===== src/rtl/tmr_pkg.sv =====
// timer compare/interrupt package: register map, fields, carriers
// Overview of operation
// - pwm b enable clears counter after top
// - normal mode b match: off, toggle, clear, set
// - inverted b output unconnected in normal mode
// - force b applies output action, no interrupt
// - force b uses mode written same cycle
// - force b reads zero, ignored in pwm
// - force a applies action, ignored in pwm
// - force a always reads zero
// - prescaler reset pulses, self clears, reads zero
// - counter write lands one cycle later
// - match only when counter counts up
// - software counter write never causes match
// - a/b match sets flag after delay
// - clear on top match clears counter
// - compare a interrupt gated by enables
// - compare b interrupt gated by enables
// - overflow sets flag, gated interrupt request
// - flag a cleared by vector or write-one
// - flag b cleared by vector or write-one
// - normal overflow only on wrap, not clear
package tmr_pkg;

  // ----------------------------------------
  // register byte addresses
  // ----------------------------------------
  localparam logic [7:0] ADDR_COUNTER = 8'h10;
  localparam logic [7:0] ADDR_CMP_A = 8'h14;
  localparam logic [7:0] ADDR_CMP_B = 8'h18;
  localparam logic [7:0] ADDR_CMP_TOP = 8'h1c;
  localparam logic [7:0] ADDR_GEN_CTRL = 8'h2c;
  localparam logic [7:0] ADDR_MAIN_CTRL = 8'h30;
  localparam logic [7:0] ADDR_IRQ_MASK = 8'h34;
  localparam logic [7:0] ADDR_IRQ_FLAGS = 8'h38;

  // ----------------------------------------
  // field positions
  // ----------------------------------------
  localparam int GC_SYNC_HALT = 7;
  localparam int GC_PWM_B = 6;
  localparam int GC_MODE_B_HI = 5;
  localparam int GC_MODE_B_LO = 4;
  localparam int GC_FORCE_B = 3;
  localparam int GC_FORCE_A = 2;
  localparam int GC_PSR_FAST = 1;
  localparam int MC_CLEAR_TOP = 7;
  localparam int MC_PWM_A = 6;
  localparam int MC_MODE_A_HI = 5;
  localparam int MC_MODE_A_LO = 4;
  localparam int IM_CMP_A = 6;
  localparam int IM_CMP_B = 5;
  localparam int IM_OTHER_A = 4;
  localparam int IM_OTHER_B = 3;
  localparam int IM_OVF = 2;
  localparam int IF_CMP_A = 6;
  localparam int IF_CMP_B = 5;
  localparam int IF_OVF = 2;

  // ----------------------------------------
  // reset values and constants
  // ----------------------------------------
  localparam logic [7:0] RST_REG = 8'h00;
  localparam logic [7:0] CNT_ZERO = 8'h00;
  localparam logic [7:0] CNT_ONE = 8'h01;
  localparam logic [7:0] CNT_MAX = 8'hff;
  localparam logic [1:0] MODE_OFF = 2'h0;
  localparam logic [1:0] MODE_TOGGLE = 2'h1;
  localparam logic [1:0] MODE_CLEAR = 2'h2;
  localparam logic [1:0] MODE_SET = 2'h3;

  // ----------------------------------------
  // carriers
  // ----------------------------------------
  typedef struct packed {
    logic val;
    logic oe;
    logic inv_val;
    logic inv_oe;
  } tmr_pin_s;

  typedef struct packed {
    logic req_a;
    logic req_b;
    logic req_ovf;
  } tmr_irq_s;

endpackage


===== src/rtl/tmr_compare_unit.sv =====
// timer counter with compare, force, flag and apb register logic
//
// The implementer's own choice: the APB slave port.
module tmr_compare_unit (
  // clock, reset, enable
  input wire logic pclk,
  input wire logic presetn,
  input wire logic clk_en,
  // apb slave
  input wire logic psel,
  input wire logic penable,
  input wire logic pwrite,
  input wire logic [7:0] paddr,
  input wire logic [31:0] pwdata,
  output logic [31:0] prdata,
  output logic pready,
  output logic pslverr,
  // core side
  input wire logic timer_tick,
  input wire logic global_irq_enable,
  input wire tmr_pkg::tmr_irq_s vector_ack,
  output tmr_pkg::tmr_irq_s irq_req,
  output logic prescaler_reset_fast,
  // compare pins
  output tmr_pkg::tmr_pin_s compare_a_output,
  output tmr_pkg::tmr_pin_s compare_b_output
);

  typedef struct packed {
    logic clear_on_top_match;
    logic pwm_a_enable;
    logic [1:0] mode_a;
    logic [3:0] clk_sel;
    logic sync_halt_mode;
    logic pwm_b_enable;
    logic [1:0] mode_b;
    logic [4:0] irq_en;
    logic flag_a;
    logic flag_b;
    logic flag_ovf;
    logic clr_a;
    logic clr_b;
    logic clr_ovf;
    logic ev_a;
    logic ev_b;
    logic ev_ovf;
    logic [7:0] cnt;
    logic [7:0] cmp_a;
    logic [7:0] cmp_b;
    logic [7:0] cmp_top;
    logic [7:0] wr_val;
    logic wr_pend;
    logic frc_a;
    logic frc_b;
    logic [1:0] frc_mode_a;
    logic [1:0] frc_mode_b;
    tmr_pkg::tmr_pin_s pin_a;
    tmr_pkg::tmr_pin_s pin_b;
    logic psr;
    tmr_pkg::tmr_irq_s irq;
    logic [7:0] rdata;
    logic ready;
    logic slverr;
    logic rd_gen;
  } tmr_state_s;

  tmr_state_s s_q;
  tmr_state_s s_d;

  // ----------------------------------------
  // helpers
  // ----------------------------------------
  function automatic logic out_action(input logic [1:0] mode, input logic cur);
    case (mode)
      tmr_pkg::MODE_TOGGLE: out_action = ~cur;
      tmr_pkg::MODE_CLEAR: out_action = 1'b0;
      tmr_pkg::MODE_SET: out_action = 1'b1;
      default: out_action = cur;
    endcase
  endfunction

  // next pin state of one channel
  function automatic tmr_pkg::tmr_pin_s pin_next(input logic pwm, input logic [1:0] mode,
      input logic match, input logic at_one, input logic frc, input logic [1:0] frc_mode,
      input tmr_pkg::tmr_pin_s cur);
    tmr_pkg::tmr_pin_s p;
    p = cur;
    if (pwm) begin
      p.oe = (mode != tmr_pkg::MODE_OFF);
      if (match) begin
        p.val = (mode == tmr_pkg::MODE_SET);
      end else if (at_one) begin
        p.val = (mode != tmr_pkg::MODE_SET);
      end
      p.inv_oe = (mode == tmr_pkg::MODE_TOGGLE);
      p.inv_val = ~p.val;
    end else begin
      p.oe = (mode != tmr_pkg::MODE_OFF);
      if (frc) begin
        p.val = out_action(frc_mode, cur.val);
      end else if (match) begin
        p.val = out_action(mode, cur.val);
      end
      p.inv_oe = 1'b0;
      p.inv_val = 1'b0;
    end
    return p;
  endfunction

  function automatic logic [7:0] read_mux(input logic [7:0] addr, input tmr_state_s s);
    case (addr)
      tmr_pkg::ADDR_COUNTER: read_mux = s.cnt;
      tmr_pkg::ADDR_CMP_A: read_mux = s.cmp_a;
      tmr_pkg::ADDR_CMP_B: read_mux = s.cmp_b;
      tmr_pkg::ADDR_CMP_TOP: read_mux = s.cmp_top;
      tmr_pkg::ADDR_GEN_CTRL: read_mux = {s.sync_halt_mode, s.pwm_b_enable, s.mode_b, 4'h0};
      tmr_pkg::ADDR_MAIN_CTRL: read_mux = {s.clear_on_top_match, s.pwm_a_enable, s.mode_a,
          s.clk_sel};
      tmr_pkg::ADDR_IRQ_MASK: read_mux = {1'b0, s.irq_en, 2'h0};
      tmr_pkg::ADDR_IRQ_FLAGS: read_mux = {1'b0, s.flag_a, s.flag_b, 2'h0, s.flag_ovf, 2'h0};
      default: read_mux = tmr_pkg::RST_REG;
    endcase
  endfunction

  function automatic logic mapped(input logic [7:0] addr);
    case (addr)
      tmr_pkg::ADDR_COUNTER, tmr_pkg::ADDR_CMP_A, tmr_pkg::ADDR_CMP_B,
      tmr_pkg::ADDR_CMP_TOP, tmr_pkg::ADDR_GEN_CTRL, tmr_pkg::ADDR_MAIN_CTRL,
      tmr_pkg::ADDR_IRQ_MASK, tmr_pkg::ADDR_IRQ_FLAGS: mapped = 1'b1;
      default: mapped = 1'b0;
    endcase
  endfunction

  // ----------------------------------------
  // decode and counter terms
  // ----------------------------------------
  logic wr_en;
  logic wr_ok;
  logic wr_cnt;
  logic wr_gen;
  logic wr_flags;
  logic step;
  logic top_clr;
  logic any_pwm;
  logic [7:0] cnt_nxt;
  logic match_a;
  logic match_b;
  logic at_one;
  logic ovf;

  assign wr_en = psel && penable && pwrite && s_q.ready;
  assign wr_ok = wr_en && mapped(paddr);
  assign wr_cnt = wr_en && (paddr == tmr_pkg::ADDR_COUNTER);
  assign wr_gen = wr_en && (paddr == tmr_pkg::ADDR_GEN_CTRL);
  assign wr_flags = wr_en && (paddr == tmr_pkg::ADDR_IRQ_FLAGS);
  assign any_pwm = s_q.pwm_a_enable || s_q.pwm_b_enable;
  // counting stalls while a software write is pending, so the write wins
  assign step = timer_tick && (s_q.clk_sel != 4'h0) && !s_q.wr_pend;
  assign top_clr = (s_q.cnt == s_q.cmp_top) && (s_q.clear_on_top_match || any_pwm);
  assign cnt_nxt = top_clr ? tmr_pkg::CNT_ZERO : s_q.cnt + 8'h01;
  assign match_a = step && (cnt_nxt == s_q.cmp_a);
  assign match_b = step && (cnt_nxt == s_q.cmp_b);
  assign at_one = step && (cnt_nxt == tmr_pkg::CNT_ONE);
  // pwm: wrap at top; normal: only the ff to 00 wrap
  assign ovf = step && (any_pwm ? top_clr : (s_q.cnt == tmr_pkg::CNT_MAX && !top_clr));

  // ----------------------------------------
  // next state
  // ----------------------------------------
  always_comb begin
    s_d = s_q;
    // apb: zero-wait, answer prepared in the setup cycle
    s_d.ready = psel && !penable;
    s_d.slverr = psel && !penable && !mapped(paddr);
    s_d.rdata = read_mux(paddr, s_q);
    s_d.rd_gen = psel && !penable && !pwrite && (paddr == tmr_pkg::ADDR_GEN_CTRL);

    // counter and pending software write
    s_d.wr_pend = 1'b0;
    if (s_q.wr_pend) begin
      s_d.cnt = s_q.wr_val;
    end else if (step) begin
      s_d.cnt = cnt_nxt;
    end
    if (wr_cnt) begin
      s_d.wr_pend = 1'b1;
      s_d.wr_val = pwdata[7:0];
    end

    // match events, one stage of delay before the flags
    s_d.ev_a = match_a;
    s_d.ev_b = match_b;
    s_d.ev_ovf = ovf;

    // pins
    s_d.pin_a = pin_next(s_q.pwm_a_enable, s_q.mode_a, match_a, at_one, s_q.frc_a,
        s_q.frc_mode_a, s_q.pin_a);
    s_d.pin_b = pin_next(s_q.pwm_b_enable, s_q.mode_b, match_b, at_one, s_q.frc_b,
        s_q.frc_mode_b, s_q.pin_b);
    s_d.frc_a = 1'b0;
    s_d.frc_b = 1'b0;
    s_d.psr = 1'b0;

    // flags: set wins over any clear
    s_d.flag_a = s_q.ev_a || (s_q.flag_a && !s_q.clr_a && !vector_ack.req_a);
    s_d.flag_b = s_q.ev_b || (s_q.flag_b && !s_q.clr_b && !vector_ack.req_b);
    s_d.flag_ovf = s_q.ev_ovf || (s_q.flag_ovf && !s_q.clr_ovf && !vector_ack.req_ovf);
    s_d.clr_a = wr_flags && pwdata[tmr_pkg::IF_CMP_A];
    s_d.clr_b = wr_flags && pwdata[tmr_pkg::IF_CMP_B];
    s_d.clr_ovf = wr_flags && pwdata[tmr_pkg::IF_OVF];

    // interrupt requests
    s_d.irq.req_a = s_q.flag_a && s_q.irq_en[tmr_pkg::IM_CMP_A - 2] && global_irq_enable;
    s_d.irq.req_b = s_q.flag_b && s_q.irq_en[tmr_pkg::IM_CMP_B - 2] && global_irq_enable;
    s_d.irq.req_ovf = s_q.flag_ovf && s_q.irq_en[tmr_pkg::IM_OVF - 2] && global_irq_enable;

    // register writes
    if (wr_ok) begin
      case (paddr)
        tmr_pkg::ADDR_CMP_A: s_d.cmp_a = pwdata[7:0];
        tmr_pkg::ADDR_CMP_B: s_d.cmp_b = pwdata[7:0];
        tmr_pkg::ADDR_CMP_TOP: s_d.cmp_top = pwdata[7:0];
        tmr_pkg::ADDR_MAIN_CTRL: begin
          s_d.clear_on_top_match = pwdata[tmr_pkg::MC_CLEAR_TOP];
          s_d.pwm_a_enable = pwdata[tmr_pkg::MC_PWM_A];
          s_d.mode_a = pwdata[tmr_pkg::MC_MODE_A_HI:tmr_pkg::MC_MODE_A_LO];
          s_d.clk_sel = pwdata[3:0];
        end
        tmr_pkg::ADDR_GEN_CTRL: begin
          s_d.sync_halt_mode = pwdata[tmr_pkg::GC_SYNC_HALT];
          s_d.pwm_b_enable = pwdata[tmr_pkg::GC_PWM_B];
          s_d.mode_b = pwdata[tmr_pkg::GC_MODE_B_HI:tmr_pkg::GC_MODE_B_LO];
          // forces are staged and applied next cycle; force bits are not stored
          s_d.frc_b = pwdata[tmr_pkg::GC_FORCE_B] && !pwdata[tmr_pkg::GC_PWM_B];
          s_d.frc_mode_b = pwdata[tmr_pkg::GC_MODE_B_HI:tmr_pkg::GC_MODE_B_LO];
          s_d.frc_a = pwdata[tmr_pkg::GC_FORCE_A] && !s_q.pwm_a_enable;
          s_d.frc_mode_a = s_q.mode_a;
          s_d.psr = pwdata[tmr_pkg::GC_PSR_FAST];
        end
        tmr_pkg::ADDR_IRQ_MASK: s_d.irq_en = pwdata[6:2];
        default: s_d.wr_val = s_d.wr_val;
      endcase
    end
  end

  // ----------------------------------------
  // state register
  // ----------------------------------------
  always_ff @(posedge pclk or negedge presetn) begin
    if (!presetn) begin
      s_q <= '0;
    end else if (clk_en) begin
      s_q <= s_d;
    end
  end

  assign prdata = {24'h000000, s_q.rdata};
  assign pready = s_q.ready;
  assign pslverr = s_q.slverr;
  assign irq_req = s_q.irq;
  assign prescaler_reset_fast = s_q.psr;
  assign compare_a_output = s_q.pin_a;
  assign compare_b_output = s_q.pin_b;

  // ----------------------------------------
  // checks
  // ----------------------------------------
  property p_pwm_top_clear;
    @(posedge pclk) disable iff (!presetn)
      (clk_en && step && s_q.pwm_b_enable && s_q.cnt == s_q.cmp_top)
      |=> (s_q.cnt == tmr_pkg::CNT_ZERO);
  endproperty
  a_pwm_top_clear: assert property (p_pwm_top_clear) else $error("pwm top clear missed");

  property p_toggle_b;
    @(posedge pclk) disable iff (!presetn)
      (clk_en && match_b && !s_q.frc_b && !s_q.pwm_b_enable
       && s_q.mode_b == tmr_pkg::MODE_TOGGLE)
      |=> (s_q.pin_b.val != $past(s_q.pin_b.val));
  endproperty
  a_toggle_b: assert property (p_toggle_b) else $error("b toggle missed");

  property p_inv_b_off;
    @(posedge pclk) disable iff (!presetn)
      (clk_en && !s_q.pwm_b_enable && !wr_gen) ##1 clk_en |=> !s_q.pin_b.inv_oe;
  endproperty
  a_inv_b_off: assert property (p_inv_b_off) else $error("inverted b driven");

  property p_force_b;
    @(posedge pclk) disable iff (!presetn)
      (clk_en && wr_gen && pwdata[tmr_pkg::GC_FORCE_B] && !pwdata[tmr_pkg::GC_PWM_B]
       && pwdata[tmr_pkg::GC_MODE_B_HI:tmr_pkg::GC_MODE_B_LO] == tmr_pkg::MODE_SET)
      ##1 clk_en |=> s_q.pin_b.val;
  endproperty
  a_force_b: assert property (p_force_b) else $error("forced set on b missed");

  property p_force_pwm_ignored;
    @(posedge pclk) disable iff (!presetn)
      (clk_en && wr_gen && pwdata[tmr_pkg::GC_PWM_B]) |=> !s_q.frc_b;
  endproperty
  a_force_pwm_ignored: assert property (p_force_pwm_ignored) else $error("force in pwm");

  property p_gen_reads_zero;
    @(posedge pclk) disable iff (!presetn)
      s_q.rd_gen |-> (prdata[3:1] == 3'h0);
  endproperty
  a_gen_reads_zero: assert property (p_gen_reads_zero) else $error("force bit read one");

  property p_psr_pulse;
    @(posedge pclk) disable iff (!presetn)
      (clk_en && wr_gen && pwdata[tmr_pkg::GC_PSR_FAST]) ##1 clk_en
      |-> prescaler_reset_fast ##1 !prescaler_reset_fast;
  endproperty
  a_psr_pulse: assert property (p_psr_pulse) else $error("prescaler reset not a pulse");

  property p_cnt_write;
    @(posedge pclk) disable iff (!presetn)
      (clk_en && wr_cnt) ##1 clk_en |=> (s_q.cnt == $past(pwdata[7:0], 2));
  endproperty
  a_cnt_write: assert property (p_cnt_write) else $error("counter write lost");

  property p_flag_a_set;
    @(posedge pclk) disable iff (!presetn)
      (clk_en && match_a) ##1 clk_en |=> s_q.flag_a;
  endproperty
  a_flag_a_set: assert property (p_flag_a_set) else $error("flag a not set");

  property p_ctc_no_ovf;
    @(posedge pclk) disable iff (!presetn)
      (clk_en && step && !any_pwm && top_clr && s_q.cnt != tmr_pkg::CNT_MAX) |=> !s_q.ev_ovf;
  endproperty
  a_ctc_no_ovf: assert property (p_ctc_no_ovf) else $error("overflow on clear");

  property p_irq_a;
    @(posedge pclk) disable iff (!presetn)
      (clk_en && s_q.flag_a && s_q.irq_en[tmr_pkg::IM_CMP_A - 2] && global_irq_enable)
      |=> irq_req.req_a;
  endproperty
  a_irq_a: assert property (p_irq_a) else $error("irq a not raised");

  property p_irq_b;
    @(posedge pclk) disable iff (!presetn)
      (clk_en && s_q.flag_b && s_q.irq_en[tmr_pkg::IM_CMP_B - 2] && global_irq_enable)
      |=> irq_req.req_b;
  endproperty
  a_irq_b: assert property (p_irq_b) else $error("irq b not raised");

  property p_flag_b_clear;
    @(posedge pclk) disable iff (!presetn)
      (clk_en && wr_flags && pwdata[tmr_pkg::IF_CMP_B] && !match_b && !s_q.ev_b)
      ##1 (clk_en && !match_b) |=> !s_q.flag_b;
  endproperty
  a_flag_b_clear: assert property (p_flag_b_clear) else $error("flag b not cleared");

  property p_flag_a_clear;
    @(posedge pclk) disable iff (!presetn)
      (clk_en && wr_flags && pwdata[tmr_pkg::IF_CMP_A] && !match_a && !s_q.ev_a)
      ##1 (clk_en && !match_a) |=> !s_q.flag_a;
  endproperty
  a_flag_a_clear: assert property (p_flag_a_clear) else $error("flag a not cleared");

endmodule


===== config.mk =====
export PLATFORM = sky130hd
export DESIGN_NAME = tmr_compare_unit
export DESIGN_NICKNAME = d
export VERILOG_FILES = /design/src/rtl/tmr_pkg.sv /design/src/rtl/tmr_compare_unit.sv
export SDC_FILE = /design/constraint.sdc
export NUM_CORES = 1
export LEC_CHECK = 0
export BUFFER_PORTS_ARGS = -buffer_cell sky130_fd_sc_hd__buf_4
export CELL_PAD_IN_SITES_DETAIL_PLACEMENT = 0
export CELL_PAD_IN_SITES_GLOBAL_PLACEMENT = 2
export CORE_ASPECT_RATIO = 1.75
export CORE_UTILIZATION = 33
export DETAILED_ROUTE_END_ITERATION = 8
export PLACE_DENSITY_LB_ADDON = 0.2
export SLEW_MARGIN = 5
export SYNTH_ARGS = -nofsm -noshare
export SYNTH_HDL_FRONTEND = slang
export SYNTH_SLANG_ARGS = --single-unit

===== constraint.sdc =====
create_clock -name pclk -period 2.42 [get_ports pclk]
set_input_delay 0.484 -clock pclk [delete_from_list [all_inputs] [get_ports pclk]]
set_output_delay 0.484 -clock pclk [all_outputs]
set_load 0.1 [all_outputs]

==> impl_metrics.toml <==
[cts]
clockBufferDepth = 2
cts_made_buffers = 9
cts-htree-levels = 3
path_clk_slew_ps = 70
cts_tree = "yes"
clock_tree.root_cell = "clkbuf_16"
clock_latency_ps = 350
cts.sinks = 93
postCtsHoldBufs = 0

[synthesis]
syn_area_mm2 = 0.00543
yosysWarnings = 0
synth_top_area_share_pct = 42.9
synth_commonest_cells = "93 x dfrtp_1, 50 x mux2_2, 43 x buf_4, 38 x nor2_1, 33 x nand2_1"
yosysTopAreaCell = "dfrtp_1"
async_flop_share_pct = 100
synth-seq-cells = 93
syn-mean-instance-area_um2 = 10.7
yosys_most_used_dff = "dfrtp_1"
synth-edff-count = 0
synthCells = 508
synthMostInstantiatedCell = "dfrtp_1"
synthTopCellsByArea = "dfrtp_1 43%, mux2_2 10%, buf_4 5.9%, mux4_2 2.9%, nor2_1 2.6%"
synth.distinct_cells = 77
seq_area_frac_synth_pct = 42.9

[worst_setup_path]
crit_slowest_cell = "dfrtp_2"
crit_end = "compare_b_output[3]"
start_kind = "flip-flop"
r2r_cells = 9
cp-end-kind = "flip-flop"
worst-path-stages = 9
rrSetupSlack_ps = -170
crit_required_ps = 2650
reg2reg_from = "s_q[63]"
slowest_delay_ps = 470
worstSetupStartpoint = "s_q[63]"
path_cells = "ha_4, inv_1, o22ai_1, nor3_1, a32oi_1, o31a_4, nor4_2, o311a_2, mux2_4"
critPathKind = "flip-flop to flip-flop"
crit_family = "compound AO/OA/AOI/OAI gates"
arrival_ps = 2830
critPathBufInv = 1
reg2reg_to = "compare_b_output[3]"
cp_max_fo = 5

[cells_and_area]
fin_util_pct = 43.8
area.growth.synth_to_final_pct = 28.5
n_antenna_cell = 0
drive_above_1_share_pct = 43.8
fill_cells = 1527
instances_no_fill = 815
finalNetCount = 674

[global_routing]
grt_max_degree = 43
antenna_found_initial = 0
grt_pass1_vias = 4469
grt_pass1_wl_um = 26000
grt_overflow_total = 0
grt_use_total_pct = 20.8

[detailed_routing]
drt_iter0_markers = 164
drt_pass1_iterations = 4
vias = 4417
drc = 0
viasPerCell = 5.42
routed_wl_um = 16900
wl_per_cell_um = 20.8
ant_nets = 0

[power_and_ir_drop]
netSwitchingPower_uw = 1150
intPower_uw = 2790
power_frac_comb_pct = 16.0
p_leak_uw = 0.00319
p_clk_share_pct = 43.4
peakVddDrop_uv = 277
sw_frac_of_total_pct = 29.3
power.density_mw_per_mm2 = 565
p_seq_share_pct = 40.6

[outcome]
violations = "negative setup slack"
outcome = "complete, but fails checks"

[place]
globalplace.congestion = 0.941
pre_cts_ws_ps = -286
dp_cells = 786
portBuffers = 48
dpl.hpwl_um = 12800

[run]
maxCapViolCount = 0

[timing]
setup_viol = 5
fin_ws_ps = -174
slew_violations = 0
rsz0062_at_grt = "yes"
post-route-period-util_pct = 107
worst_slew_pin_slew_ps = 508
finalHoldViolCount = 0
max_slew_margin_pct = 66.1
max_freq_mhz = 385
period_minus_slack_ps = 2590
skew_ps = 9.61

[floorplanning]
die_h_um = 172
fp-row-count = 61
core_area_mm2 = 0.0160
dieArea_mm2 = 0.0170
ios = 97
die_w_um = 99.0
start_util_pct = 34.0

[min_path]
hp-class = "primary input to async pin"
-- cell families (layout without fill, tap and decap cells) --
| family | count (synthesis) | in the layout | share of synthesized area (%) |
|---|---|---|---|
| compound gates | 101 | 101 | 13.0 |
| flops | 93 | 93 | 42.9 |
| fa+ha+maj | 2 | 2 | 0.461 |
| xor+xnor | 20 | 20 | 3.23 |
| other cells | 1 | 24 | 0.0691 |
| mux | 66 | 66 | 15.5 |
| simple gates | 143 | 143 | 14.8 |
| buf+inv | 82 | 177 | 10.1 |
-- final cells by class --
class / instances / area [µm²] / area share, %
Clock inverter: 6 / 116 / 1.67
Inverter: 17 / 63.8 / 0.914
Sequential cell: 93 / 2340 / 33.5
Timing Repair Buffer: 144 / 1140 / 16.3
Clock buffer: 10 / 239 / 3.42
Tap cell: 189 / 236 / 3.39
Multi-Input combinational cell: 356 / 2850 / 40.8
-- worst reg2reg max path, delay by kind of cell (launching register included) --
family	cells	cell delay (ps)
buf+inv	1	80
fa+ha+maj	1	290
compound gates	4	1230
flops	1	470
simple gates	2	130
mux	1	290
-- registers in the layout, summed over array words and instances, names as in the netlist --
register              flops
compare_a_output          4
compare_b_output          4
irq_req                   3
prdata                    8
pready                    1
prescaler_reset_fast      1
pslverr                   1
s_q                      71
-- power groups by stage --
stage | clock network, µW | registers (µW) | logic [µW]
finish | 1710 | 1600 | 633
global route | 1800 | 1600 | 666
CTS | 1740 | 1600 | 625
detailed placement | 0 | 1630 | 609
global placement | 0 | 1630 | 606
floorplan | 0 | 1640 | 453
-- stage by stage --
step	setup TNS [ps]	total power, µW	hold WS [ps]	instance area (µm²)
floorplan	-70.4	2090	188	5520
global placement	-942	2230	467	6270
detailed placement	-1070	2240	478	6270
CTS	-366	3970	113	6820
global route	-946	4070	122	6980
finish	-627	3940	93.4	6980
-- worst min path at each step --
stage                     endpoint    start  cells after the start  slack, ps
4_1_cts        compare_a_output[1]  presetn                      1        110
2_1_floorplan  compare_a_output[0]  presetn                      0        190
3_3_place_gp               s_q[72]  s_q[72]                      2        470
5_1_grt        compare_a_output[1]  presetn                      1        120
3_5_place_dp               s_q[72]  s_q[72]                      2        480
6_report       compare_a_output[1]  presetn                      1         90
-- repair_timing --
item                                    in CTS  in global routing
buffers inserted                             6                  7
resized for setup                           34                 21
endpoints found under the setup margin       5                  5
pin swaps                                   12                  5
-- routing by layer --
layer	GRT usage, %	wire length, µm
met5	0	0
met4	9.41	614
met3	3.01	661
met1	22.3	6270
met2	39.8	9380
-- cells in the final DEF, fill, tap and decap left out, drive strengths merged, types with 9 or more instances in the layout --
cell    Yosys  final
nand3      11     11
xor2       11     11
conb        1     24
mux2       53     53
nor2       39     39
buf        52    144
a21oi      19     19
xnor2       9      9
inv        16     18
dfrtp      93     93
nor3       15     15
clkbuf     13     10
o21ai      25     25
nand2      33     33
No activity file was read; power rests on OpenSTA's default activity.
